===== src/rtl/gpl_consts.vh =====
/*
 * constants of the general-purpose port block: register map, field
 * positions, reset values and implemented-bit masks of each port.
 * assumes an apb slave with a 12-bit byte address and 32-bit data.
 */
`ifndef GPL_CONSTS_VH
`define GPL_CONSTS_VH

// number of ports, and the ports with alternate functions
`define GPL_NPORT      4'd12
`define GPL_P10_LO     80
`define GPL_P11_LO     88

// register byte offsets; banks hold one word per port
`define GPL_OFS_DATA   12'h000
`define GPL_OFS_DIR    12'h040
`define GPL_OFS_BITOP  12'h080
`define GPL_OFS_ALT    12'h084
`define GPL_OFS_STAT   12'h088
`define GPL_OFS_MASK   12'h08c

// bit-operation register fields
`define GPL_BOP_BIT    2:0
`define GPL_BOP_PORT   7:4
`define GPL_BOP_OP     9:8
`define GPL_OP_NONE    2'h0
`define GPL_OP_SET     2'h1
`define GPL_OP_CLR     2'h2
`define GPL_OP_INV     2'h3

// pin positions of alternate functions inside port 10 and 11
`define GPL_TO_C       0
`define GPL_TO_A       4
`define GPL_TO_B       7
`define GPL_WAIT_BIT   0
`define GPL_CTX_A      4
`define GPL_CRX_A      5
`define GPL_CTX_B      6
`define GPL_CRX_B      7

// reset values
`define GPL_DIR_RST    8'hff
`define GPL_LAT_RST    8'h00
`define GPL_ALT_RST    8'h00
`define GPL_STAT_RST   8'h00
`define GPL_MASK_RST   8'hff
`define GPL_ZERO32     32'h0000_0000
`define GPL_ZERO8      8'h00
`define GPL_ONE8       8'h01

// implemented bits of each port
`define GPL_MASK_8     8'hff
`define GPL_MASK_7     8'h7f
`define GPL_MASK_6     8'h3f
`define GPL_MASK_5     8'h1f
`define GPL_MASK_4     8'h0f

`endif


===== src/rtl/gpl_sync.v =====
/*
 * two-flop synchroniser for a group of pin levels.
 * assumes the inputs come from pins outside the pclk domain.
 */
`timescale 1ns/100ps
module gpl_sync #(
    parameter W = 8
) (
    // clock and reset
    input  wire         pclk,
    input  wire         presetn,
    // levels
    input  wire [W-1:0] d,
    output reg  [W-1:0] q
);

    // first stage, read only by the second stage
    reg [W-1:0] meta_q;

    // both stages clear on reset, then follow the pins
    always @(posedge pclk or negedge presetn) begin
        if (!presetn) begin
            meta_q <= {W{1'b0}};
            q      <= {W{1'b0}};
        end else begin
            meta_q <= d;
            q      <= meta_q;
        end
    end

endmodule // gpl_sync


===== src/rtl/gpl_port.v =====
/*
 * one 8-bit port: output latch, direction bits, pin synchroniser,
 * read value and pin drivers. unimplemented bits read and drive 0.
 * assumes write strobes are single-cycle pulses from the bus slave.
 */
`timescale 1ns/100ps
`include "gpl_consts.vh"
module gpl_port #(
    parameter [7:0] IMPL = 8'hff
) (
    // clock and reset
    input  wire       pclk,
    input  wire       presetn,
    // pins
    input  wire [7:0] pin_in,
    output reg  [7:0] pin_out_q,
    output reg  [7:0] pin_oe_q,
    // register writes
    input  wire       lat_we,
    input  wire [7:0] lat_wd,
    input  wire       dir_we,
    input  wire [7:0] dir_wd,
    // alternate function overrides
    input  wire [7:0] alt_en,
    input  wire [7:0] alt_val,
    // state seen by the top
    output reg  [7:0] latch_q,
    output reg  [7:0] dir_q,
    output wire [7:0] pin_sync,
    output wire [7:0] rd_val
);

    // pins pass two flops before anything reads them
    gpl_sync #(.W(8)) u_sync (
        .pclk    (pclk),
        .presetn (presetn),
        .d       (pin_in),
        .q       (pin_sync)
    );

    // input bits read the pin, latch untouched
    assign rd_val = IMPL & ((dir_q & pin_sync) | (~dir_q & latch_q));

    // latch and direction registers
    always @(posedge pclk or negedge presetn) begin
        if (!presetn) begin
            latch_q <= `GPL_LAT_RST & IMPL;
            dir_q   <= `GPL_DIR_RST & IMPL;
        end else begin
            if (lat_we) begin
                latch_q <= lat_wd & IMPL;
            end
            if (dir_we) begin
                dir_q <= dir_wd & IMPL;
            end
        end
    end

    // pin drivers, one cycle behind the latch
    always @(posedge pclk or negedge presetn) begin
        if (!presetn) begin
            pin_out_q <= `GPL_ZERO8;
            pin_oe_q  <= `GPL_ZERO8;
        end else begin
            pin_out_q <= IMPL & ((latch_q & ~alt_en) | alt_val);
            pin_oe_q  <= IMPL & ~dir_q;
        end
    end

endmodule // gpl_port


===== src/rtl/gpl_port_top.v =====
/*
 * general-purpose port block: twelve ports behind an apb slave,
 * bit set/clear/invert as 8-bit read-modify-write, port 0 level
 * change events with status, mask and interrupt, and alternate
 * functions of port 10 (key return, timer) and port 11 (wait, can).
 * assumes a single pclk domain; pins are asynchronous to it, the
 * timer and can controller signals are on pclk.
 */
`timescale 1ns/100ps
`include "gpl_consts.vh"

// Behaviour
// - output mode: write loads latch, pin drives
// - latch keeps value until next write
// - input mode: write loads latch, pin undriven
// - bit ops are full 8-bit read-modify-write
// - output mode read returns latch, unchanged
// - input mode read returns pin level
// - port 0 level change sets interrupt flag
// - register widths follow implemented port bits
module gpl_port_top (
    // apb slave
    input  wire        pclk,
    input  wire        presetn,
    input  wire        psel,
    input  wire        penable,
    input  wire        pwrite,
    input  wire [11:0] paddr,
    input  wire [31:0] pwdata,
    output reg  [31:0] prdata,
    output reg         pready,
    output reg         pslverr,
    // port pins, eight bits per port, port n at [8n+7:8n]
    input  wire [95:0] pin_in,
    output wire [95:0] pin_out,
    output wire [95:0] pin_oe,
    // timer outputs onto port 10
    input  wire        timer_output_a,
    input  wire        timer_output_b,
    input  wire        timer_output_c,
    // can transmit onto port 11
    input  wire        can_transmit_pin_a,
    input  wire        can_transmit_pin_b,
    // alternate inputs taken from pins
    output reg  [7:0]  key_return_in,
    output reg         wait_req_n,
    output reg         can_receive_pin_a,
    output reg         can_receive_pin_b,
    // interrupt
    output reg         irq
);

    // implemented bits of port n
    function [7:0] impl_mask;
        input integer n;
        begin
            case (n)
                1, 6:    impl_mask = `GPL_MASK_6;
                3:       impl_mask = `GPL_MASK_5;
                8:       impl_mask = `GPL_MASK_4;
                9:       impl_mask = `GPL_MASK_7;
                default: impl_mask = `GPL_MASK_8;
            endcase
        end
    endfunction

    // address hits a one-word-per-port bank
    function bank_hit;
        input [11:0] a;
        input [11:0] base;
        begin
            bank_hit = (a[11:6] == base[11:6]) && (a[5:2] < `GPL_NPORT);
        end
    endfunction

    // address hits a single register
    function reg_hit;
        input [11:0] a;
        input [11:0] base;
        begin
            reg_hit = (a[11:2] == base[11:2]);
        end
    endfunction

    // bus phase decode
    wire        setup  = psel & ~penable;
    wire        done   = psel & penable & pready;
    wire        wr     = done & pwrite;
    wire        rd     = done & ~pwrite;
    wire [3:0]  widx   = paddr[5:2];

    // per-port views gathered from the port slices
    wire [95:0] lat_w;                  // output latches
    wire [95:0] dir_w;                  // direction, 1 = input
    wire [95:0] sync_w;                 // synchronised pin levels
    wire [95:0] rdv_w;                  // value a read returns

    // control registers
    reg  [7:0]  alt_q;                  // alternate function select
    reg  [7:0]  stat_q;                 // sticky port 0 events
    reg  [7:0]  mask_q;                 // 1 masks the event
    reg  [7:0]  lvl_q;                  // last seen port 0 level

    // bit operation fields from the write data
    wire [3:0]  bop_port = pwdata[`GPL_BOP_PORT];
    wire [2:0]  bop_bit  = pwdata[`GPL_BOP_BIT];
    wire [1:0]  bop_op   = pwdata[`GPL_BOP_OP];
    wire [7:0]  bop_one  = `GPL_ONE8 << bop_bit;
    wire        bop_ok   = (bop_port < `GPL_NPORT) &&
                           (bop_op != `GPL_OP_NONE);
    wire        bop_wr   = wr & reg_hit(paddr, `GPL_OFS_BITOP) & bop_ok;
    reg  [7:0]  bop_cur;                // whole port as a read sees it
    reg  [7:0]  bop_res;                // port after the bit change

    // alternate function overrides of the pin drivers
    reg  [95:0] alt_en_w;
    reg  [95:0] alt_val_w;

    // read data and error decided at the setup phase
    reg  [31:0] rd_d;
    reg         err_d;

    // read whole port, change one bit
    always @* begin
        bop_cur = `GPL_ZERO8;
        if (bop_port < `GPL_NPORT) begin
            bop_cur = rdv_w[{bop_port, 3'b000} +: 8];
        end
        case (bop_op)
            `GPL_OP_SET: bop_res = bop_cur | bop_one;
            `GPL_OP_CLR: bop_res = bop_cur & ~bop_one;
            `GPL_OP_INV: bop_res = bop_cur ^ bop_one;
            default:     bop_res = bop_cur;
        endcase
    end

    // alternate outputs merged into the port 10 and 11 drivers
    always @* begin
        alt_en_w  = {96{1'b0}};
        alt_val_w = {96{1'b0}};
        // timer outputs or onto a zero latch
        alt_val_w[`GPL_P10_LO + `GPL_TO_C] = timer_output_c;
        alt_val_w[`GPL_P10_LO + `GPL_TO_A] = timer_output_a;
        alt_val_w[`GPL_P10_LO + `GPL_TO_B] = timer_output_b;
        alt_en_w[`GPL_P11_LO + `GPL_CTX_A]  = alt_q[`GPL_CTX_A];
        alt_en_w[`GPL_P11_LO + `GPL_CRX_A]  = alt_q[`GPL_CRX_A];
        alt_en_w[`GPL_P11_LO + `GPL_CTX_B]  = alt_q[`GPL_CTX_B];
        alt_en_w[`GPL_P11_LO + `GPL_CRX_B]  = alt_q[`GPL_CRX_B];
        alt_val_w[`GPL_P11_LO + `GPL_CTX_A] = alt_q[`GPL_CTX_A] &
                                              can_transmit_pin_a;
        alt_val_w[`GPL_P11_LO + `GPL_CTX_B] = alt_q[`GPL_CTX_B] &
                                              can_transmit_pin_b;
    end

    // one slice per port; write strobes decoded here
    genvar gi;
    generate
        for (gi = 0; gi < 12; gi = gi + 1) begin : g_port
            localparam [3:0] PN = gi;
            // data write to this port's word
            wire dat_we = wr & bank_hit(paddr, `GPL_OFS_DATA) &
                          (widx == PN);
            // bit operation aimed at this port
            wire bit_we = bop_wr & (bop_port == PN);
            // direction write
            wire dir_we = wr & bank_hit(paddr, `GPL_OFS_DIR) &
                          (widx == PN);
            wire [7:0] lat_wd = bit_we ? bop_res : pwdata[7:0];

            gpl_port #(.IMPL(impl_mask(gi))) u_port (
                .pclk      (pclk),
                .presetn   (presetn),
                .pin_in    (pin_in[8*gi +: 8]),
                .pin_out_q (pin_out[8*gi +: 8]),
                .pin_oe_q  (pin_oe[8*gi +: 8]),
                .lat_we    (dat_we | bit_we),
                .lat_wd    (lat_wd),
                .dir_we    (dir_we),
                .dir_wd    (pwdata[7:0]),
                .alt_en    (alt_en_w[8*gi +: 8]),
                .alt_val   (alt_val_w[8*gi +: 8]),
                .latch_q   (lat_w[8*gi +: 8]),
                .dir_q     (dir_w[8*gi +: 8]),
                .pin_sync  (sync_w[8*gi +: 8]),
                .rd_val    (rdv_w[8*gi +: 8])
            );
        end
    endgenerate

    // read multiplexer; unmapped addresses answer with an error
    always @* begin
        rd_d  = `GPL_ZERO32;
        err_d = 1'b0;
        if (bank_hit(paddr, `GPL_OFS_DATA)) begin
            rd_d[7:0] = rdv_w[{widx, 3'b000} +: 8];
        end else if (bank_hit(paddr, `GPL_OFS_DIR)) begin
            rd_d[7:0] = dir_w[{widx, 3'b000} +: 8];
        end else if (reg_hit(paddr, `GPL_OFS_BITOP)) begin
            // write-only trigger, reads as zero
            rd_d = `GPL_ZERO32;
        end else if (reg_hit(paddr, `GPL_OFS_ALT)) begin
            rd_d[7:0] = alt_q;
        end else if (reg_hit(paddr, `GPL_OFS_STAT)) begin
            rd_d[7:0] = stat_q;
        end else if (reg_hit(paddr, `GPL_OFS_MASK)) begin
            rd_d[7:0] = mask_q;
        end else begin
            err_d = 1'b1;
        end
    end

    // apb answer: ready in the first access cycle, data taken at setup
    always @(posedge pclk or negedge presetn) begin
        if (!presetn) begin
            pready  <= 1'b0;
            pslverr <= 1'b0;
            prdata  <= `GPL_ZERO32;
        end else begin
            // a request held for more cycles cannot see ready twice
            pready <= setup;
            // error stands only beside its ready pulse
            pslverr <= setup & err_d;
            if (setup) begin
                prdata  <= pwrite ? `GPL_ZERO32 : rd_d;
            end
        end
    end

    // alternate function select and event mask, written by software
    always @(posedge pclk or negedge presetn) begin
        if (!presetn) begin
            alt_q  <= `GPL_ALT_RST;
            mask_q <= `GPL_MASK_RST;
        end else begin
            if (wr & reg_hit(paddr, `GPL_OFS_ALT)) begin
                alt_q <= pwdata[7:0];
            end
            if (wr & reg_hit(paddr, `GPL_OFS_MASK)) begin
                mask_q <= pwdata[7:0];
            end
        end
    end

    // port 0 level as the interrupt input sees it: the latch where
    // the pin is driven, the synchronised pin where it is not
    wire [7:0] lvl0 = rdv_w[7:0];
    wire [7:0] ev0  = lvl0 ^ lvl_q;

    // sticky events; a read clears only the bits it returned, so an
    // event in the clearing cycle survives
    always @(posedge pclk or negedge presetn) begin
        if (!presetn) begin
            lvl_q  <= `GPL_ZERO8;
            stat_q <= `GPL_STAT_RST;
            irq    <= 1'b0;
        end else begin
            lvl_q <= lvl0;
            if (rd & reg_hit(paddr, `GPL_OFS_STAT)) begin
                stat_q <= (stat_q & ~prdata[7:0]) | ev0;
            end else begin
                stat_q <= stat_q | ev0;
            end
            irq <= |(stat_q & ~mask_q);
        end
    end

    // alternate inputs handed to the peripherals
    always @(posedge pclk or negedge presetn) begin
        if (!presetn) begin
            key_return_in     <= `GPL_ZERO8;
            wait_req_n        <= 1'b1;
            can_receive_pin_a <= 1'b1;
            can_receive_pin_b <= 1'b1;
        end else begin
            // only input-mode bits reach key return
            key_return_in <= sync_w[`GPL_P10_LO +: 8] &
                             dir_w[`GPL_P10_LO +: 8];
            // wait needs select and input mode
            if (alt_q[`GPL_WAIT_BIT] &
                dir_w[`GPL_P11_LO + `GPL_WAIT_BIT]) begin
                wait_req_n <= sync_w[`GPL_P11_LO + `GPL_WAIT_BIT];
            end else begin
                wait_req_n <= 1'b1;
            end
            if (alt_q[`GPL_CRX_A]) begin
                can_receive_pin_a <= sync_w[`GPL_P11_LO + `GPL_CRX_A];
            end else begin
                can_receive_pin_a <= 1'b1;
            end
            if (alt_q[`GPL_CRX_B]) begin
                can_receive_pin_b <= sync_w[`GPL_P11_LO + `GPL_CRX_B];
            end else begin
                can_receive_pin_b <= 1'b1;
            end
        end
    end

    // latch view kept for completeness of the slice ports
    wire unused_lat = |lat_w;

endmodule // gpl_port_top


===== config.mk =====
export PLATFORM = sky130hd
export DESIGN_NAME = gpl_port_top
export DESIGN_NICKNAME = d
export VERILOG_FILES = /design/src/rtl/gpl_sync.v /design/src/rtl/gpl_port.v /design/src/rtl/gpl_port_top.v
export VERILOG_INCLUDE_DIRS = /design/src /design/src/rtl
export SDC_FILE = /design/constraint.sdc
export NUM_CORES = 1
export LEC_CHECK = 0
export ABC_AREA = 1
export BUFFER_PORTS_ARGS = -buffer_cell sky130_fd_sc_hd__buf_2
export CAP_MARGIN = 20
export CORE_AREA = 8 8 235 237
export DETAILED_ROUTE_END_ITERATION = 6
export DIE_AREA = 0 0 243 245
export PLACE_DENSITY = 0.76
export SLEW_MARGIN = 20
export SYNTH_ARGS = -nofsm -noshare
export SYNTH_HDL_FRONTEND = slang
export SYNTH_HIERARCHICAL = 1
export SYNTH_SLANG_ARGS = --single-unit

===== constraint.sdc =====
create_clock -name pclk -period 2.2 [get_ports pclk]
set_input_delay 0.44 -clock pclk [delete_from_list [all_inputs] [get_ports pclk]]
set_output_delay 0.44 -clock pclk [all_outputs]
set_load 0.01 [all_outputs]

; ---- Yosys cells after proc, flatten, opt, wreduce, memory -nomap -nowiden
; Index checks and enable logic that the tools add are counted.
[classes]
n_lt_le_gt_ge = 2
eq_ne = 30
n_shift = 4
mux = 31
bitwise_logic = 129
n_reduce_logical = 8
[op_table]
columns = op, n
row1 = $shiftx 96x8->8, 3
row2 = $and 8x8->8, 18
row3 = $mux 8, 16
row4 = $not 8->8, 11
row5 = $or 8x8->8, 11
row6 = $and 1x1->1, 52
row7 = $eq 10x6->1 const B, 4
row8 = $eq 4x3->1 const B, 8
row9 = $eq 4x4->1 const B, 8
row10 = $and 6x6->6, 4
row11 = $pmux 8 s3, 1
row12 = $eq 4x2->1 const B, 4
row13 = $xor 8x8->8, 2
row14 = $and 7x7->7, 2
row15 = $mux 6, 2
row16 = $not 6->6, 2
row17 = $or 1x1->1, 12
row18 = $or 6x6->6, 2
row19 = $and 5x5->5, 2
row20 = $mux 1, 9
row21 = $and 4x4->4, 2
row22 = $eq 4x1->1 const B, 2
row23 = $logic_not 4->1, 2
row24 = $lt 4x4->1 const B, 2
row25 = 19 further kinds, 23
[word_totals]
ff_bits = 582
input_bits = 150
output_inout_bits = 238
word_cells = 288

; ---- Depth between registers and ports, before layout
[logic_depth]
ltp_word = 8
mapped_depth = 19

; ---- By module
; The synthesis kept the hierarchy.
[modules_own_cells]
columns = mod, instances, cells_each, area_each_um2, seq_area_each_um2
row1 = gpl_port at g_port[0].u_port ..., 7, 148, 1261.2, 810.8
row2 = gpl_port_top, 1, 1537, 7986.4, 1365.1
row3 = gpl_sync, 12, 16, 400.4, 400.4
row4 = gpl_port at g_port[1].u_port ..., 2, 121, 1009.7, 608.1
row5 = gpl_port at g_port[9].u_port, 1, 136, 1148.6, 709.4
row6 = gpl_port at g_port[3].u_port, 1, 108, 893.4, 506.7
row7 = gpl_port at g_port[8].u_port, 1, 95, 777.0, 405.4

; ---- Worst setup path after synthesis
; Ideal clock, no wire load.
[synth_timing]
path_type = input -> register
startpoint = input pwdata[5]
endpoint = register g_port[2].u_port.latch_q[5]
arrival_ns = 2.369
slack_ns = -0.286
path_stages = 18
n_path_buf = 3
cell_sequence = buf_4 > inv_4 > nand2_4 > inv_2 > buf_4 > a22oi_1 > nand2_1 > nand2_1 > nand3_1 > ha_1 > nor2_1 > a211oi_1 > nand2_1 > clkbuf_1 > nand3_1 > nand2_1 > nand2_1 > nand2_1
[synth_between]
elab_chain_cells = 5
[synth_lines]
columns = element, line_no
row1 = start: declaration, gpl_port_top.v:29  ; input wire [31:0] pwdata,
row2 = $shiftx 96x8->8 or $lt 4x4->1 (tied branches), --
row3 = $mux 8 or $logic_and 1x1->1 (tied branches), "gpl_port_top.v:126, gpl_port_top.v:109"
row4 = "$xor 8x8->8, or another cell as far along", gpl_port_top.v:132  ; `GPL_OP_INV: bop_res = bop_cur ^ bop_one;
row5 = $pmux 8 s3 or $and 1x1->1 (tied branches), "gpl_port_top.v:129, gpl_port_top.v:164"
row6 = $mux 8 (*), gpl_port_top.v:168  ; wire [7:0] lat_wd = bit_we ? bop_res : pwdata[7:0];
row7 = named net g_port[2].lat_wd[5], gpl_port_top.v:168
row8 = end signal: assignment, gpl_port.v:47  ; latch_q <= `GPL_LAT_RST & IMPL;
row9 = end signal: assignment, gpl_port.v:51  ; latch_q <= lat_wd & IMPL;
row10 = end: declaration, gpl_port.v:27  ; output reg [7:0] latch_q,
; Mark *: on every way through the listed nets, which the timed path passes. The rest lies on a longest branch.
; A chain may end at the register's enable or synchronous reset.

; ---- Worst setup path after layout
[layout_timing]
startpoint = register g_port[7].u_port.dir_q[2]
endpoint = register g_port[7].u_port.latch_q[2]
[layout_between]
elab_chain_cells = 8
[layout_lines]
columns = element, line_no
row1 = start: declaration, gpl_port.v:28  ; output reg [7:0] dir_q,
row2 = start signal: assignment, gpl_port.v:48  ; dir_q <= `GPL_DIR_RST & IMPL;
row3 = start signal: assignment, gpl_port.v:54  ; dir_q <= dir_wd & IMPL;
row4 = $not 8->8, gpl_port.v:42  ; assign rd_val = IMPL & ((dir_q & pin_sync) | (~dir_q & latch_q));
row5 = $and 8x8->8, gpl_port.v:42
row6 = $or 8x8->8 (*), gpl_port.v:42
row7 = named net rdv_w[58], gpl_port_top.v:96  ; wire [95:0] rdv_w;
row8 = $shiftx 96x8->8 (*), gpl_port_top.v:127  ; bop_cur = rdv_w[{bop_port, 3'b000} +: 8];
row9 = $mux 8 (*), gpl_port_top.v:126  ; if (bop_port < `GPL_NPORT) begin
row10 = "$xor 8x8->8, or another cell as far along", gpl_port_top.v:132
row11 = $pmux 8 s3 (*), gpl_port_top.v:129  ; case (bop_op)
row12 = $mux 8 (*), gpl_port_top.v:168
row13 = named net g_port[7].lat_wd[2], gpl_port_top.v:168
row14 = end signal: assignment, gpl_port.v:47
row15 = end signal: assignment, gpl_port.v:51
row16 = end: declaration, gpl_port.v:27
; Marked as above.

==> flow_summary_export.csv <==
group,metric,value,unit
drt,drc_errors,0,
critical_path,worstSetupStartpointType,"register",
clock_network,numCtsBuffers,57,
global_routing,grt_use_total,32.4,%
critical_path,cp_max_fo,6,
timing,fin_worst_skew,25.0,ps
critical_path,cp_slowest_cell,"dfstp_2",
final_layout,layout.nets,4542,
drt,wire_per_inst,19.4,um
timing,drv_slew,0,
placed_design,gp_congestion,1.03,
final_layout,mostFrequentLayoutCells,"1398 x nand2_1, 516 x buf_4, 463 x dfrtp_1, 341 x inv_1, 302 x buf_2",
clock_network,clockRootBuffer,"clkbuf_16",
timing,fmax,409,MHz
yosys,synthCells,3282,
die,die_h,245,um
global_routing,grt_pass1_vias,25973,
placed_design,post_dp_cell_area,0.0320,sq mm
drt,vias,25392,
timing,fin_crit_sh,111,%
die,placementRows,84,
pwr,p_leak,18.5,nW
clock_network,clk_pin_slew,70,ps
clock_network,clk_latency,630,ps
job,max_cap_violations,0,
drt,vias_per_cell,4.96,
critical_path,cp_top_family,"simple AND/OR/NAND/NOR gates",
final_layout,syn_to_final_growth,44.5,%
drt,ant_nets,0,
global_routing,grt_max_degree,85,
timing,max_slew_margin,55.7,%
critical_path,crit_path_max_incr_delay,550,ps
timing,fin_crit,2450,ps
die,die_w,243,um
die,die-area,0.0595,sq mm
die,design.core.area,0.0517,sq mm
critical_path,cp.required,2720,ps
pwr,power_density,621,mW/mm^2
timing,layout_setup_ws,-245,ps
timing,finalSetupViolCount,79,
drt,firstDrtPassIters,6,
clock_network,cts_tree,"built",
global_routing,gr-total-overflow,0,
die,start_util,49.6,%
yosys,synth-warning-count,6,
timing,worst_hold_slack,14.6,ps
critical_path,path_class,"register to register",
drt,wl,99.1,mm
timing,tns,-8660,ps
yosys,syn_avg_cell_area,7.81,sq um
clock_network,cts_sinks,558,
critical_path,worstPathCellList,"inv_2, nand2_2, nand2_2, a22oi_2, nand2_1, nand2_2, nand3_4, ha_4, nor2_2, a211oi_2, nand2_1, buf_6, nand3_2, nand2_1, nand2_1, nand2_1",
placed_design,dp_slack,-536,ps
critical_path,rrSetupSlack,-250,ps
pwr,peakVddDrop,0.000674,V
critical_path,critPathBufInv,2,
clock_network,cts.path.max_buffers,3,
critical_path,cp-end-kind,"register",
clock_network,htreeDepth,2,
status,outcome,"complete, but fails checks",
critical_path,path_common_cell,"nand2_1",
global_routing,grt_pass1_wl,149,mm
drt,drt_first_iter_violations,2643,
placed_design,io_buffers,303,
final_layout,stdcell_area,0.0370,sq mm
timing,rsz0062_at_grt,"yes",
yosys,synth_area,0.0256,sq mm
final_layout,drive_gt1_share,34.6,%
placed_design,dp_hpwl,69.7,mm
timing,worst_pin_slew,664,ps
critical_path,cp.arrival,2960,ps
final_layout,final_common_cell,"nand2_1",
pwr,power.total,0.0230,W
die,boundaryPins,388,
status,violations,"negative setup slack",
timing,hold_violations,0,
min_path,hold_path.class,"input pin to register",
global_routing,antenna_found_initial,5,
## power breakdown
group          switching, W  internal (W)
logic               0.00140      0.000755
clock network       0.00416       0.00607
registers         0.0000993        0.0105
## stage by stage
step           std cells  util, %
5_1_grt             5116     71.6
2_1_floorplan       3507        -
4_1_cts             5098     70.3
6_report            5117     71.6
3_3_place_gp        4831     61.9
3_5_place_dp        4831     61.9
## what timing repair did
action	in CTS	in global routing
gates cloned	2	0
hold buffers	86	0
endpoints found under the setup margin	84	87
pin swaps	216	175
buffers inserted	73	25
hold endpoints to repair	114	0
resized for setup	276	175
## registers in the layout, summed over array words and instances (netlist names)
name and count:
prdata 8, irq 1, g_port.u_port/dir_q 84, pready 1, key_return_in 8, g_port.u_port/pin_oe_q 84
stat_q 8, g_port.u_port/u_sync/q 84, can_receive_pin_a 1, lvl_q 8, g_port.u_port/pin_out_q 84, pslverr 1
wait_req_n 1, can_receive_pin_b 1, alt_q 8, mask_q 8, g_port.u_port/latch_q 84, g_port.u_port/u_sync/meta_q 84
## area by class of cell
type                            count  area [sq um]
Sequential cell                   558         14100
Tap cell                          688           861
Clock buffer                       84          1700
Timing Repair Buffer              974          7360
Fill cell                        3813         14700
Inverter                          451          1710
Multi-Input combinational cell   2334         11000
Clock inverter                     24           297
Antenna cell                        4          10.0
## routing by layer
metal | global-route usage, % | up-vias | wire, um
li1 | - | 11660 | -
met1 | 38.5 | 11864 | 35800
met2 | 53.8 | 1449 | 47300
met3 | 7.01 | 417 | 9140
met4 | 20.0 | 2 | 6840
met5 | 0 | - | 13
## final timing paths
check / end / depth (start not counted) / start
setup / recovery: g_port[7].u_port/latch_q[2] / 16 / g_port[7].u_port/dir_q[2]
hold / removal: pready / 2 / penable
setup reg to reg: g_port[7].u_port/latch_q[2] / 16 / g_port[7].u_port/dir_q[2]
hold reg to reg: g_port[2].u_port/u_sync/q[2] / 0 / g_port[2].u_port/u_sync/meta_q[2]
max in group asynchronous: g_port[11].u_port/dir_q[3] / 4 / presetn
min in group asynchronous: g_port[6].u_port/pin_oe_q[1] / 2 / presetn
Power figures use the tool's default switching activity.
